### config.mk
export PLATFORM = sky130hd
export DESIGN_NAME = che_encoder
export DESIGN_NICKNAME = d
export VERILOG_FILES = /design/src/shared/che_pkg.sv /design/src/shared/che_cipher_if.sv /design/src/hdl/che_encoder.sv /design/src/hdl/che_cipher.sv
export SDC_FILE = /design/constraint.sdc
export NUM_CORES = 1
export LEC_CHECK = 0
export BUFFER_PORTS_ARGS = -buffer_cell sky130_fd_sc_hd__buf_2
export CAP_MARGIN = 25
export CORE_UTILIZATION = 45
export CTS_BUF_LIST = sky130_fd_sc_hd__clkbuf_8
export DETAILED_ROUTE_END_ITERATION = 16
export PLACE_DENSITY = 0.71
export RECOVER_POWER = 50
export SETUP_SLACK_MARGIN = 0.1
export SYNTH_ARGS = -nofsm -noshare
export SYNTH_HDL_FRONTEND = slang
export SYNTH_SLANG_ARGS = --single-unit
### constraint.sdc
create_clock -name pclk -period 6.5 [get_ports pclk]
set_input_delay 1.625 -clock pclk [delete_from_list [all_inputs] [get_ports pclk]]
set_output_delay 1.625 -clock pclk [all_outputs]
set_load 0.03 [all_outputs]
### src/shared/che_pkg.sv
/*
 Shared constants and types of the code hopping encoder: register map,
 code word layout, reset values and timing. Assumes a 100 MHz pclk.
*/
package che_pkg;
   localparam int CLK_HZ = 100_000_000;
   localparam int DEBOUNCE_MS = 10;
   localparam int DEBOUNCE_CYC = DEBOUNCE_MS * (CLK_HZ / 1000);
   localparam int SHUTOFF_S = 25;
   localparam logic [31:0] SHUTOFF_CYC = 32'(SHUTOFF_S) * 32'(CLK_HZ);
   localparam int BIT_DIV = 40_000;
   localparam int GAP_BITS = 16;
   localparam int WORD_BITS = 66;
   localparam int HOP_BITS = 32;
   localparam int SER_BITS = 28;
   localparam int FIX_BITS = 34;
   localparam int BTN_BITS = 4;
   localparam int SYNC_BITS = 16;
   localparam int SEED_BITS = 48;
   localparam int KEY_BITS = 64;
   localparam int ROUNDS = 528;
   localparam logic [31:0] NLF_TABLE = 32'h3A5C96E1;
   // Register byte offsets
   localparam logic [7:0] REG_CMD = 8'h00;
   localparam logic [7:0] REG_CFG = 8'h04;
   localparam logic [7:0] REG_SER = 8'h08;
   localparam logic [7:0] REG_SEED_LO = 8'h0C;
   localparam logic [7:0] REG_SEED_HI = 8'h10;
   localparam logic [7:0] REG_SYNC = 8'h14;
   localparam logic [7:0] REG_KEY0 = 8'h18;
   localparam logic [7:0] REG_KEY3 = 8'h24;
   localparam logic [7:0] REG_CHECK = 8'h28;
   localparam logic [7:0] REG_BTN = 8'h2C;
   // Field positions
   localparam int CMD_ERASE = 0;
   localparam int CMD_COMMIT = 1;
   localparam int ST_PROG = 0;
   localparam int ST_BUSY = 1;
   localparam int ST_CHECK = 2;
   localparam int CFG_SEED_EN = 0;
   localparam int SER_SHUTOFF = 31;
   localparam int POS_SER = 32;
   localparam int POS_BTN = 60;
   localparam int POS_VLOW = 64;
   localparam int POS_SEEDF = 65;
   localparam logic [BTN_BITS-1:0] BTN_SEED = 4'hF;
   localparam logic [31:0] CFG_RST = 32'h00000001;
   typedef enum logic [2:0] {
      CHE_IDLE, CHE_DEBOUNCE, CHE_ENCRYPT, CHE_SEND, CHE_GAP, CHE_CHECK
   } che_state_t;
endpackage : che_pkg

### src/shared/che_cipher_if.sv
/*
 Carrier between the encoder and its block cipher core.
 Assumes both ends share pclk.
*/
`timescale 1ns/100ps
interface che_cipher_if;
   logic start;
   logic [63:0] key;
   logic [31:0] din;
   logic busy;
   logic done;
   logic [31:0] dout;
   modport master (output start, output key, output din, input busy, input done, input dout);
   modport slave (input start, input key, input din, output busy, output done, output dout);
endinterface : che_cipher_if

### src/hdl/che_encoder.sv
/*
 Code hopping transmitter: APB programming and status registers,
 nonvolatile key, serial, seed, sync and config, button sequencing,
 encryption and serial code word output.
 Assumes synchronous button and battery inputs and an APB master.
*/
`timescale 1ns/100ps
module che_encoder
   import che_pkg::*;
#(
   parameter int DEBOUNCE = DEBOUNCE_CYC,
   parameter logic [31:0] SHUTOFF = SHUTOFF_CYC,
   parameter int BITDIV = BIT_DIV
)
(
   input wire logic pclk,
   input wire logic presetn,
   input wire logic psel,
   input wire logic penable,
   input wire logic pwrite,
   input wire logic [7:0] paddr,
   input wire logic [31:0] pwdata,
   output logic [31:0] prdata,
   output logic pready,
   output logic pslverr,
   input wire logic [BTN_BITS-1:0] btn,
   input wire logic vlow,
   output logic tx_data,
   output logic tx_active,
   output logic led
);
   typedef struct packed {
      logic [KEY_BITS-1:0] key;
      logic [31:0] ser;
      logic [SEED_BITS-1:0] seed;
      logic [SYNC_BITS-1:0] sync;
      logic [31:0] cfg;
   } che_nv_t;

   typedef struct packed {
      che_state_t st;
      logic prog;
      logic chk_ok;
      logic [31:0] chk;
      logic [BTN_BITS-1:0] bsamp;
      logic [WORD_BITS-1:0] word;
      logic [WORD_BITS-1:0] shreg;
      logic [6:0] bitn;
      logic [19:0] div;
      logic [19:0] dcnt;
      logic [31:0] tcnt;
      logic start;
      logic [31:0] rdata;
      logic ready;
      logic err;
      logic txd;
      logic txa;
      logic led;
      logic held;
   } che_vol_t;

   typedef struct packed {
      che_nv_t nv;
      che_vol_t v;
   } che_st_t;

   che_st_t s_q;
   che_st_t s_d;
   che_cipher_if cif ();
   logic wr;
   logic rd;
   logic mapped;
   logic bit_en;
   logic abort;
   logic seed_frame;
   logic [SYNC_BITS-1:0] sync_nx;
   logic [HOP_BITS-1:0] plain;

   che_cipher u_cipher
   (
      .pclk(pclk),
      .presetn(presetn),
      .cif(cif)
   );

   assign cif.start = s_q.v.start;
   assign cif.key = s_q.nv.key;
   assign cif.din = (s_q.v.st == CHE_CHECK) ? 32'h00000000 : plain;

   always_comb
   begin
      s_d = s_q;
      s_d.v.start = 1'b0;
      wr = psel && penable && pwrite && s_q.v.ready;
      rd = psel && penable && !s_q.v.ready;
      mapped = (paddr[1:0] == 2'b00) && (paddr <= REG_BTN);
      bit_en = (s_q.v.div == 20'(BITDIV - 1));
      // New buttons only; released ones are ignored while any stays held
      abort = (s_q.v.st == CHE_SEND || s_q.v.st == CHE_GAP) && ((btn & ~s_q.v.bsamp) != '0);
      seed_frame = (btn == BTN_SEED) && s_q.nv.cfg[CFG_SEED_EN];
      sync_nx = s_q.nv.sync + 16'h0001;
      plain = {s_q.v.bsamp, 2'b00, s_q.nv.ser[9:0], s_q.nv.sync};

      // APB slave: one wait state, answer registered
      s_d.v.ready = psel && penable && !s_q.v.ready;
      s_d.v.err = 1'b0;
      if (rd)
      begin
         s_d.v.err = !mapped;
         case (paddr)
            REG_CMD: s_d.v.rdata = {29'h0, s_q.v.chk_ok, s_q.v.st != CHE_IDLE, s_q.v.prog};
            REG_CFG: s_d.v.rdata = s_q.nv.cfg;
            REG_SER: s_d.v.rdata = s_q.nv.ser;
            REG_SEED_LO: s_d.v.rdata = s_q.nv.seed[31:0];
            REG_SEED_HI: s_d.v.rdata = {16'h0000, s_q.nv.seed[47:32]};
            REG_SYNC: s_d.v.rdata = {16'h0000, s_q.nv.sync};
            REG_CHECK: s_d.v.rdata = s_q.v.chk_ok ? s_q.v.chk : 32'h00000000;
            REG_BTN: s_d.v.rdata = {28'h0, s_q.v.bsamp};
            default: s_d.v.rdata = 32'h00000000;
         endcase
      end
      if (wr && paddr == REG_CMD)
      begin
         if (pwdata[CMD_ERASE] && s_q.v.st == CHE_IDLE)
         begin
            // Erase wipes all nonvolatile fields, so a key can never be probed in place
            s_d.nv = '0;
            s_d.v.prog = 1'b1;
            s_d.v.chk_ok = 1'b0;
         end
         else if (pwdata[CMD_COMMIT] && s_q.v.prog && s_q.v.st == CHE_IDLE)
         begin
            s_d.v.prog = 1'b0;
            s_d.v.st = CHE_CHECK;
            s_d.v.start = 1'b1;
         end
      end
      else if (wr && s_q.v.prog)
      begin
         // APB writes change nonvolatile fields only inside a programming sequence
         case (paddr)
            REG_CFG: s_d.nv.cfg = pwdata;
            REG_SER: s_d.nv.ser = pwdata;
            REG_SEED_LO: s_d.nv.seed[31:0] = pwdata;
            REG_SEED_HI: s_d.nv.seed[47:32] = pwdata[15:0];
            REG_SYNC: s_d.nv.sync = pwdata[15:0];
            REG_KEY0: s_d.nv.key[31:0] = pwdata;
            REG_KEY0 + 8'h04: s_d.nv.key[63:32] = pwdata;
            default: s_d.nv = s_q.nv;
         endcase
      end

      // Bit rate divider
      if (s_q.v.st == CHE_SEND || s_q.v.st == CHE_GAP)
         s_d.v.div = bit_en ? 20'h00000 : s_q.v.div + 20'h00001;
      else
         s_d.v.div = 20'h00000;
      if (s_q.v.st == CHE_SEND || s_q.v.st == CHE_GAP)
         s_d.v.tcnt = s_q.v.tcnt + 32'h00000001;

      case (s_q.v.st)
         CHE_IDLE:
         begin
            s_d.v.txd = 1'b0;
            s_d.v.txa = 1'b0;
            s_d.v.led = 1'b0;
            if (btn == '0)
               s_d.v.held = 1'b0;
            if (btn != '0 && !s_q.v.prog && !s_q.v.held)
            begin
               s_d.v.st = CHE_DEBOUNCE;
               s_d.v.dcnt = 20'h00000;
            end
         end
         CHE_DEBOUNCE:
         begin
            s_d.v.dcnt = s_q.v.dcnt + 20'h00001;
            if (btn == '0)
               s_d.v.st = CHE_IDLE;
            else if (s_q.v.dcnt == 20'(DEBOUNCE - 1))
            begin
               s_d.v.bsamp = btn;
               s_d.v.tcnt = 32'h00000000;
               if (seed_frame)
               begin
                  s_d.v.word = {1'b1, vlow, btn, s_q.nv.ser[11:0], s_q.nv.seed};
                  s_d.v.st = CHE_SEND;
                  s_d.v.shreg = {1'b1, vlow, btn, s_q.nv.ser[11:0], s_q.nv.seed};
                  s_d.v.bitn = 7'h00;
               end
               else
               begin
                  s_d.nv.sync = sync_nx;
                  s_d.v.st = CHE_ENCRYPT;
                  s_d.v.start = 1'b1;
               end
            end
         end
         CHE_ENCRYPT:
         begin
            if (cif.done)
            begin
               // Hopping low, then serial, buttons, battery and frame flag
               s_d.v.word = {1'b0, vlow, s_q.v.bsamp, s_q.nv.ser[SER_BITS-1:0], cif.dout};
               s_d.v.shreg = {1'b0, vlow, s_q.v.bsamp, s_q.nv.ser[SER_BITS-1:0], cif.dout};
               s_d.v.bitn = 7'h00;
               s_d.v.st = CHE_SEND;
            end
         end
         CHE_SEND:
         begin
            s_d.v.txa = 1'b1;
            s_d.v.led = 1'b1;
            s_d.v.txd = s_q.v.shreg[0];
            if (bit_en)
            begin
               s_d.v.shreg = {1'b0, s_q.v.shreg[WORD_BITS-1:1]};
               s_d.v.bitn = s_q.v.bitn + 7'h01;
               if (s_q.v.bitn == 7'(WORD_BITS - 1))
               begin
                  s_d.v.bitn = 7'h00;
                  s_d.v.st = CHE_GAP;
               end
            end
         end
         CHE_GAP:
         begin
            s_d.v.txd = 1'b0;
            s_d.v.txa = 1'b0;
            s_d.v.led = 1'b0;
            if (bit_en)
            begin
               s_d.v.bitn = s_q.v.bitn + 7'h01;
               if (s_q.v.bitn == 7'(GAP_BITS - 1))
               begin
                  s_d.v.bitn = 7'h00;
                  if (btn == '0)
                     s_d.v.st = CHE_IDLE;
                  else if (s_q.nv.ser[SER_SHUTOFF] && s_q.v.tcnt >= SHUTOFF)
                  begin
                     // Stuck button: stay quiet until every button is let go
                     s_d.v.st = CHE_IDLE;
                     s_d.v.held = 1'b1;
                  end
                  else
                  begin
                     s_d.v.shreg = s_q.v.word;
                     s_d.v.st = CHE_SEND;
                  end
               end
            end
         end
         CHE_CHECK:
         begin
            if (cif.done)
            begin
               s_d.v.chk = cif.dout;
               s_d.v.chk_ok = 1'b1;
               s_d.v.st = CHE_IDLE;
            end
         end
         default: s_d.v.st = CHE_IDLE;
      endcase
      if (abort)
      begin
         s_d.v.st = CHE_IDLE;
         s_d.v.txd = 1'b0;
         s_d.v.txa = 1'b0;
         s_d.v.led = 1'b0;
      end
   end

   // Nonvolatile part is deliberately left out of reset
   always_ff @(posedge pclk or negedge presetn)
   begin
      if (!presetn)
      begin
         s_q.v <= '0;
      end
      else
      begin
         s_q.v <= s_d.v;
         s_q.nv <= s_d.nv;
      end
   end

   assign prdata = s_q.v.rdata;
   assign pready = s_q.v.ready;
   assign pslverr = s_q.v.err;
   assign tx_data = s_q.v.txd;
   assign tx_active = s_q.v.txa;
   assign led = s_q.v.led;

   // Refused at elaboration: the cycle counters are only 20 bits wide
   if (DEBOUNCE < 1 || DEBOUNCE > 1048575)
      $error("che_encoder: DEBOUNCE out of range");
   if (BITDIV < 1 || BITDIV > 1048575)
      $error("che_encoder: BITDIV out of range");
   if (WORD_BITS != HOP_BITS + FIX_BITS + 2 - 2 || FIX_BITS != SER_BITS + BTN_BITS + 2)
      $error("che_encoder: code word layout inconsistent");
endmodule // che_encoder

### src/hdl/che_cipher.sv
/*
 Bit-serial nonlinear feedback block cipher, 32-bit block, 64-bit key.
 Assumes start is a one-cycle pulse given while not busy.
*/
`timescale 1ns/100ps
module che_cipher
   import che_pkg::*;
(
   input wire logic pclk,
   input wire logic presetn,
   che_cipher_if.slave cif
);
   typedef struct packed {
      logic busy;
      logic done;
      logic [9:0] cnt;
      logic [31:0] y;
      logic [63:0] k;
   } che_cst_t;

   che_cst_t s_q;
   che_cst_t s_d;
   logic [4:0] idx;
   logic fb;

   always_comb
   begin
      s_d = s_q;
      s_d.done = 1'b0;
      idx = {s_q.y[31], s_q.y[26], s_q.y[20], s_q.y[9], s_q.y[1]};
      fb = s_q.y[0] ^ s_q.y[16] ^ s_q.k[0] ^ NLF_TABLE[idx];
      if (cif.start && !s_q.busy)
      begin
         s_d.busy = 1'b1;
         s_d.cnt = 10'(ROUNDS);
         s_d.y = cif.din;
         s_d.k = cif.key;
      end
      else if (s_q.busy)
      begin
         // One round a clock keeps the core tiny; done follows start by ROUNDS + 1 cycles
         s_d.y = {fb, s_q.y[31:1]};
         s_d.k = {s_q.k[0], s_q.k[63:1]};
         s_d.cnt = s_q.cnt - 10'h001;
         if (s_q.cnt == 10'h001)
         begin
            s_d.busy = 1'b0;
            s_d.done = 1'b1;
            s_d.k = '0;
         end
      end
   end

   always_ff @(posedge pclk or negedge presetn)
   begin
      if (!presetn)
         s_q <= '0;
      else
         s_q <= s_d;
   end

   assign cif.busy = s_q.busy;
   assign cif.done = s_q.done;
   assign cif.dout = s_q.y;

   // Refused at elaboration: the round counter is 10 bits wide
   if (ROUNDS < 1 || ROUNDS > 1023)
      $error("che_cipher: ROUNDS out of range");
endmodule // che_cipher

# Yosys cells after proc, flatten, opt, wreduce, memory -nomap -nowiden
# Memories as Yosys holds them, arrays and structs flattened.
# Cells that the tools add are included.
totals:
  out_inout_bits: 37
  mem_bits_ro: 32
  regBits: 591
  n_memories: 1
op_classes:
  mux: 78
  n_eq_ne: 33
  bitwise_logic: 6
  add_sub_neg: 6
  order_cmp: 3
  n_reduce_logical: 58
mem_list:
  columns: ["name", "words", "width", "rd", "rd_ports_with_merged_regs", "wr", "line", "text"]
  rows:
  - ["(no name shown)", 32, 1, 1, 0, 0, "che_cipher.sv:31", "fb = s_q.y[0] ^ s_q.y[16] ^ s_q.k[0] ^ NLF_TABLE[idx];"]
op_table:
  columns: ["op", "count"]
  rows:
  - ["192-bit two-way mux", 3]
  - ["139-bit two-way mux", 4]
  - ["73-bit case mux with 4 select lines", 1]
  - ["32-bit two-way mux", 8]
  - ["32-bit case mux with 8 select lines", 1]
  - ["73-bit two-way mux", 3]
  - ["33-bit two-way mux", 5]
  - ["66-bit two-way mux", 2]
  - ["66-bit case mux with 2 select lines", 1]
  - ["108-bit two-way mux", 1]
  - ["106-bit two-way mux", 1]
  - ["16-bit two-way mux", 6]
  - ["64-bit two-way mux", 1]
  - ["20-bit two-way mux", 3]
  - ["20-bit by 1-bit adder with 20-bit output, second input constant", 2]
  - ["20-bit case mux with 2 select lines", 1]
  - ["3-bit two-way mux", 13]
  - ["32-bit by 1-bit adder with 32-bit output, second input constant", 1]
  - ["8-bit by 5-bit == test with 1-bit output, second input constant", 4]
  - ["32-bit >= comparator, second input constant", 1]
  - ["4-bit AND reduction", 6]
  - ["2-bit nonzero test", 12]
  - ["20-bit by 16-bit == test with 1-bit output, second input constant", 1]
  - ["20-bit == test, second input constant", 1]
  - ["other kinds (45)", 102]

# Logic depth before layout (Yosys ltp)
logic_depth:
  word_depth: 10
  mapped_depth: 9

# Hierarchy
# A second synthesis with hierarchy kept.
hier_totals:
  hier_cells: 2739
  hier_area_um2: 28453.5
modules_own_cells:
  columns: ["mod", "area_each_um2", "seq_area_each_um2", "cells_each", "n_inst"]
  rows:
  - ["che_encoder", 22858.2, 13022.5, 2141, 1]
  - ["che_cipher", 5595.4, 2702.6, 598, 1]

# Worst setup path after synthesis
# OpenSTA, ideal clock, no wires.
synth_path:
  kind: "input port to flip-flop"
  start: "input paddr[2]"
  end: "register s_q (netlist bit plain[16]), enable pin"
  setup_time_ps: 432
  t_arrival_ps: 4539
  path_stages: 7
  t_required_ps: 6068
  slack_ps: 1529
  cell_sequence: "clkbuf_2 nor4b_1 and2_1 clkbuf_1 clkbuf_1 inv_1 a21oi_1"
synth_between:
  elab_chain_cells: 4
  elab_cells_between_ends: 7
synth_rtl:
  columns: ["item", "line", "text"]
  rows:
  - ["from (decl)", "che_encoder.sv:21", "input wire logic [7:0] paddr,"]
  - ["8-bit logical NOT", "che_encoder.sv:122", "if (wr && paddr == REG_CMD)"]
  - ["1-bit logical AND", "che_encoder.sv:122", null]
  - ["2-bit by 1-bit != test with 1-bit output (no line) / 2-bit nonzero test (equally long branches)", null, null]
  - ["4-bit AND reduction (no line) (*)", null, null]
  - ["to (decl)", "che_encoder.sv:67", "che_st_t s_q;"]
# Every way passes the cells marked *; elsewhere a longest branch is shown, timed or not.
# A chain may end at the register's enable or synchronous reset.

==> reports/results.tsv <==
stage	metric	value	unit
finish	design area	31120	um^2
global_routing	largest net degree at the start of global routing	165	
setup_path	Req. time, crit path	6960	ps
setup_path	CP arrival	5220	ps
global_routing	first-pass GRT wire length	122100	um
setup_path	most used cell, CP	buf_4	
finish	area grow syn2layout	10.52	%
synth	yosys warns	0	
routing	final wirelength	78400	um
setup_path	crit path launch type	flip-flop	
routing	initial DRC count	2593	
synth	main area contributors after synthesis	dfrtp_1 35%, edfxtp_1 20%, mux2i_1 9.0%, nor2_1 3.8%, nand2_1 3.8%	
setup_path	CP max FO	44	
clock_tree	post-CTS setup buffers	0	
synth	largest area contributor in the netlist	dfrtp_1	
floorplanning	initial core utilization	0.4563	
synth	Mapped Area	28160	um^2
synth	Gate Count Post-Synth	2657	
placement	area post-placement	29140	um^2
setup_path	slowest stage cell, crit path	dfrtp_1	
synth	Yosys cell types	75	
setup_path	kind of critical path	flip-flop to flip-flop	
finish	Layout Nets	2735	
finish	n_diodes	0	
finish	most common cell after layout, fill and taps aside	dfrtp_1	
synth	EDFF count, synth	192	
power_and_ir_drop	pwr/cell area	244.9	nW/um^2
setup_path	Reg2Reg Depth	7	
routing	via count	21610	
sta	fin crit share	0.7326	
global_routing	Global Route met1 Usage	0.3354	
clock_tree	H-tree levels	3	
synth	sequential area share after synthesis	0.5585	
global_routing	vias in the first global route	21380	
placement	Placer Congestion	0.8693	
global_routing	grt met2 use	0.3884	
sta	Worst Skew	53.16	ps
floorplanning	top-level I/O count	87	
routing	1st-pass router iterations	7	
global_routing	antenna violations before repair	1	
synth	Syn Nets	2717	
clock_tree	CTS Sinks	590	
global_routing	M3 GR Usage	0.05479	
sta	max_slew headroom	-1.348	
setup_path	CP peak stage delay	1890	ps
synth	Synth Area per Inst	10.60	um^2
clock_tree	Max Buffers Root-to-Sink	3	
synth	predominant post-synthesis flop cell	dfrtp_1	
placement	# port buffers	86	
setup_path	CP Cell Sequence	or3b_1, nor2_1, and3_1, buf_4, a21boi_0, buf_4, a221o_1	
power_and_ir_drop	Leak	13.81	nW
outcome	failing checks	max-capacitance violations, max-slew violations	
synth	area fraction of the dominant cell type after synthesis	0.3537	
floorplanning	Die Ht	252.1	um
run	Max Cap Viol	6	
placement	Post-DP HPWL	49110	um
floorplanning	core footprint	61710	um^2
min_path	worst min path class	flip-flop to flip-flop	
clock_tree	post-CTS sizing	0	
sta	Achievable Freq	210.0	MHz
clock_tree	CTS Buf Count	99	
sta	worst-margin pin slew	3522	ps
clock_tree	Hold-fix buffers, CTS	0	
clock_tree	root buffer cell	clkbuf_8	
finish	commonest cells after routing, fill and taps aside	395 x dfrtp_1, 286 x nand2_1, 283 x nor2_1	
floorplanning	row cnt	91	
floorplanning	Die W	252.1	um
synth	#FFs+latches synth	590	
floorplanning	die area	63580	um^2
sta	Final Critical Period	4762	ps
synth	Async S/R FF share, synth	0.6746	
min_path	Worst Hold Path Cells	1	
routing	DRC Markers	0	
clock_tree	CTS clk-pin slew, worst paths	60	ps
sta	fin. max-slew vios	303	
sta	unrepaired setup endpoints after global routing	false	
global_routing	GRT Util Overall	0.2463	
routing	Antenna Nets Post-Route	0	
sta	final hold violations	0	
routing	routed len/inst	21.83	um
clock_tree	Clock Latency Late Sink	740	ps
sta	sum of negative setup slack	0	ps
global_routing	Overflow after GRT	0	
power_and_ir_drop	Max IR drop VDD	199.2	uV
finish	layout cells sized above 1	0.1064	
routing	Via density	6.016	
outcome	run status	complete, but fails checks	
setup_path	element type at the critical path end	flip-flop	
clock_tree	CTS tree	done	
sta	Final setup viols	0	
global_routing	GRT busiest layer	met2	
-- cell type report --
type | count | area (um^2)
Clock inverter | 74 | 520.5
Sequential cell | 590 | 15730
Multi-Input combinational cell | 1759 | 11210
Clock buffer | 107 | 1473
Timing Repair Buffer | 126 | 770.7
Tap cell | 837 | 1047
Fill cell | 5517 | 30590
Inverter | 99 | 371.6
-- per-layer routing --
layer / vias up / wire [um]
li1: 9663 / -
met1: 10730 / 32380
met2: 1052 / 36340
met3: 168 / 7553
met5: - / 0
met4: 0 / 2118
-- flip-flops by register name, indices dropped and copies added (netlist names), 30 cells and up --
name	count
cif.key	64
u_cipher.cif.dout	32
prdata	32
u_cipher.s_q	74
plain	30
s_q	351
-- through the flow --
| stage | util | hold WS, ps | power, W | instances | setup WS [ps] |
|---|---|---|---|---|---|
| finish | 0.5043 | 455.0 | 0.007621 | 3592 | 1738 |
| global route | 0.5043 | 478.8 | 0.007872 | 3592 | 1183 |
| CTS | 0.5046 | 455.4 | 0.007663 | 3589 | 2421 |
| detailed placement | 0.4723 | 449.2 | 0.004337 | 3408 | 1688 |
| global placement | 0.4716 | 437.7 | 0.004320 | 3406 | 1753 |
| floorplan | - | 423.9 | 0.004185 | 2657 | 1529 |
-- critical path: cells and delay by family (launching register included) --
family,cells,cell delay (ps)
buf+inv,2,690
flops,1,1890
simple gates,3,1410
compound gates,2,530
-- cell usage after synthesis, drive strengths merged, types with 4 or more instances --
cell,instances
dfrtp,398
nor2,288
nand2,287
mux2i,254
edfxtp,192
a21oi,173
o21ai,165
clkbuf,144
inv,98
a221oi,71
buf,65
nand3,49
a222oi,43
and2,41
a22o,38
a22oi,33
mux2,32
nor3,29
xor2,29
nand4,25
and3,19
xnor2,16
or3,15
nor4,14
and4,11
o211ai,11
ha,10
o31ai,10
a31oi,9
a221o,6
or4,6
a21boi,5
nand2b,5
nand3b,5
o311ai,5
or2,5
a32o,4
nor4b,4
-- power breakdown --
| group | internal, W | switching, W | total [W] |
|---|---|---|---|
| Combinational | 0.0000979 | 0.000202 | 0.000300 |
| Clock | 0.00175 | 0.00160 | 0.00335 |
| Sequential | 0.00389 | 0.0000773 | 0.00397 |
-- cell families (layout without fill, tap and decap cells) --
kind of cell / after synthesis / after routing / share of synthesized area
AOI/OAI and AO/OA: 603 / 603 / 0.1418
adders and majority gates: 10 / 10 / 0.004443
buffers and inverters: 308 / 406 / 0.04777
muxes: 286 / 286 / 0.1031
DFF: 590 / 590 / 0.5585
xor gates and xnor gates: 45 / 45 / 0.01400
and+or+nand+nor: 815 / 815 / 0.1304
-- path summary, 6_finish.rpt --
kind	from	end	slack [ps]
max in group asynchronous	presetn	s_q[131]$_DFFE_PN0P_	1880
worst max register to register	s_q[288]$_DFF_PN0_	plain[14]$_DFFE_PP_	1740
worst min-delay path	s_q[91]$_DFF_PN0_	s_q[91]$_DFF_PN0_	460
min in group asynchronous	presetn	s_q[63]$_DFF_PN0_	880
worst max-delay path	s_q[288]$_DFF_PN0_	plain[14]$_DFFE_PP_	1740
worst min register to register	s_q[91]$_DFF_PN0_	s_q[91]$_DFF_PN0_	460
Power figures use the tool's default switching activity.
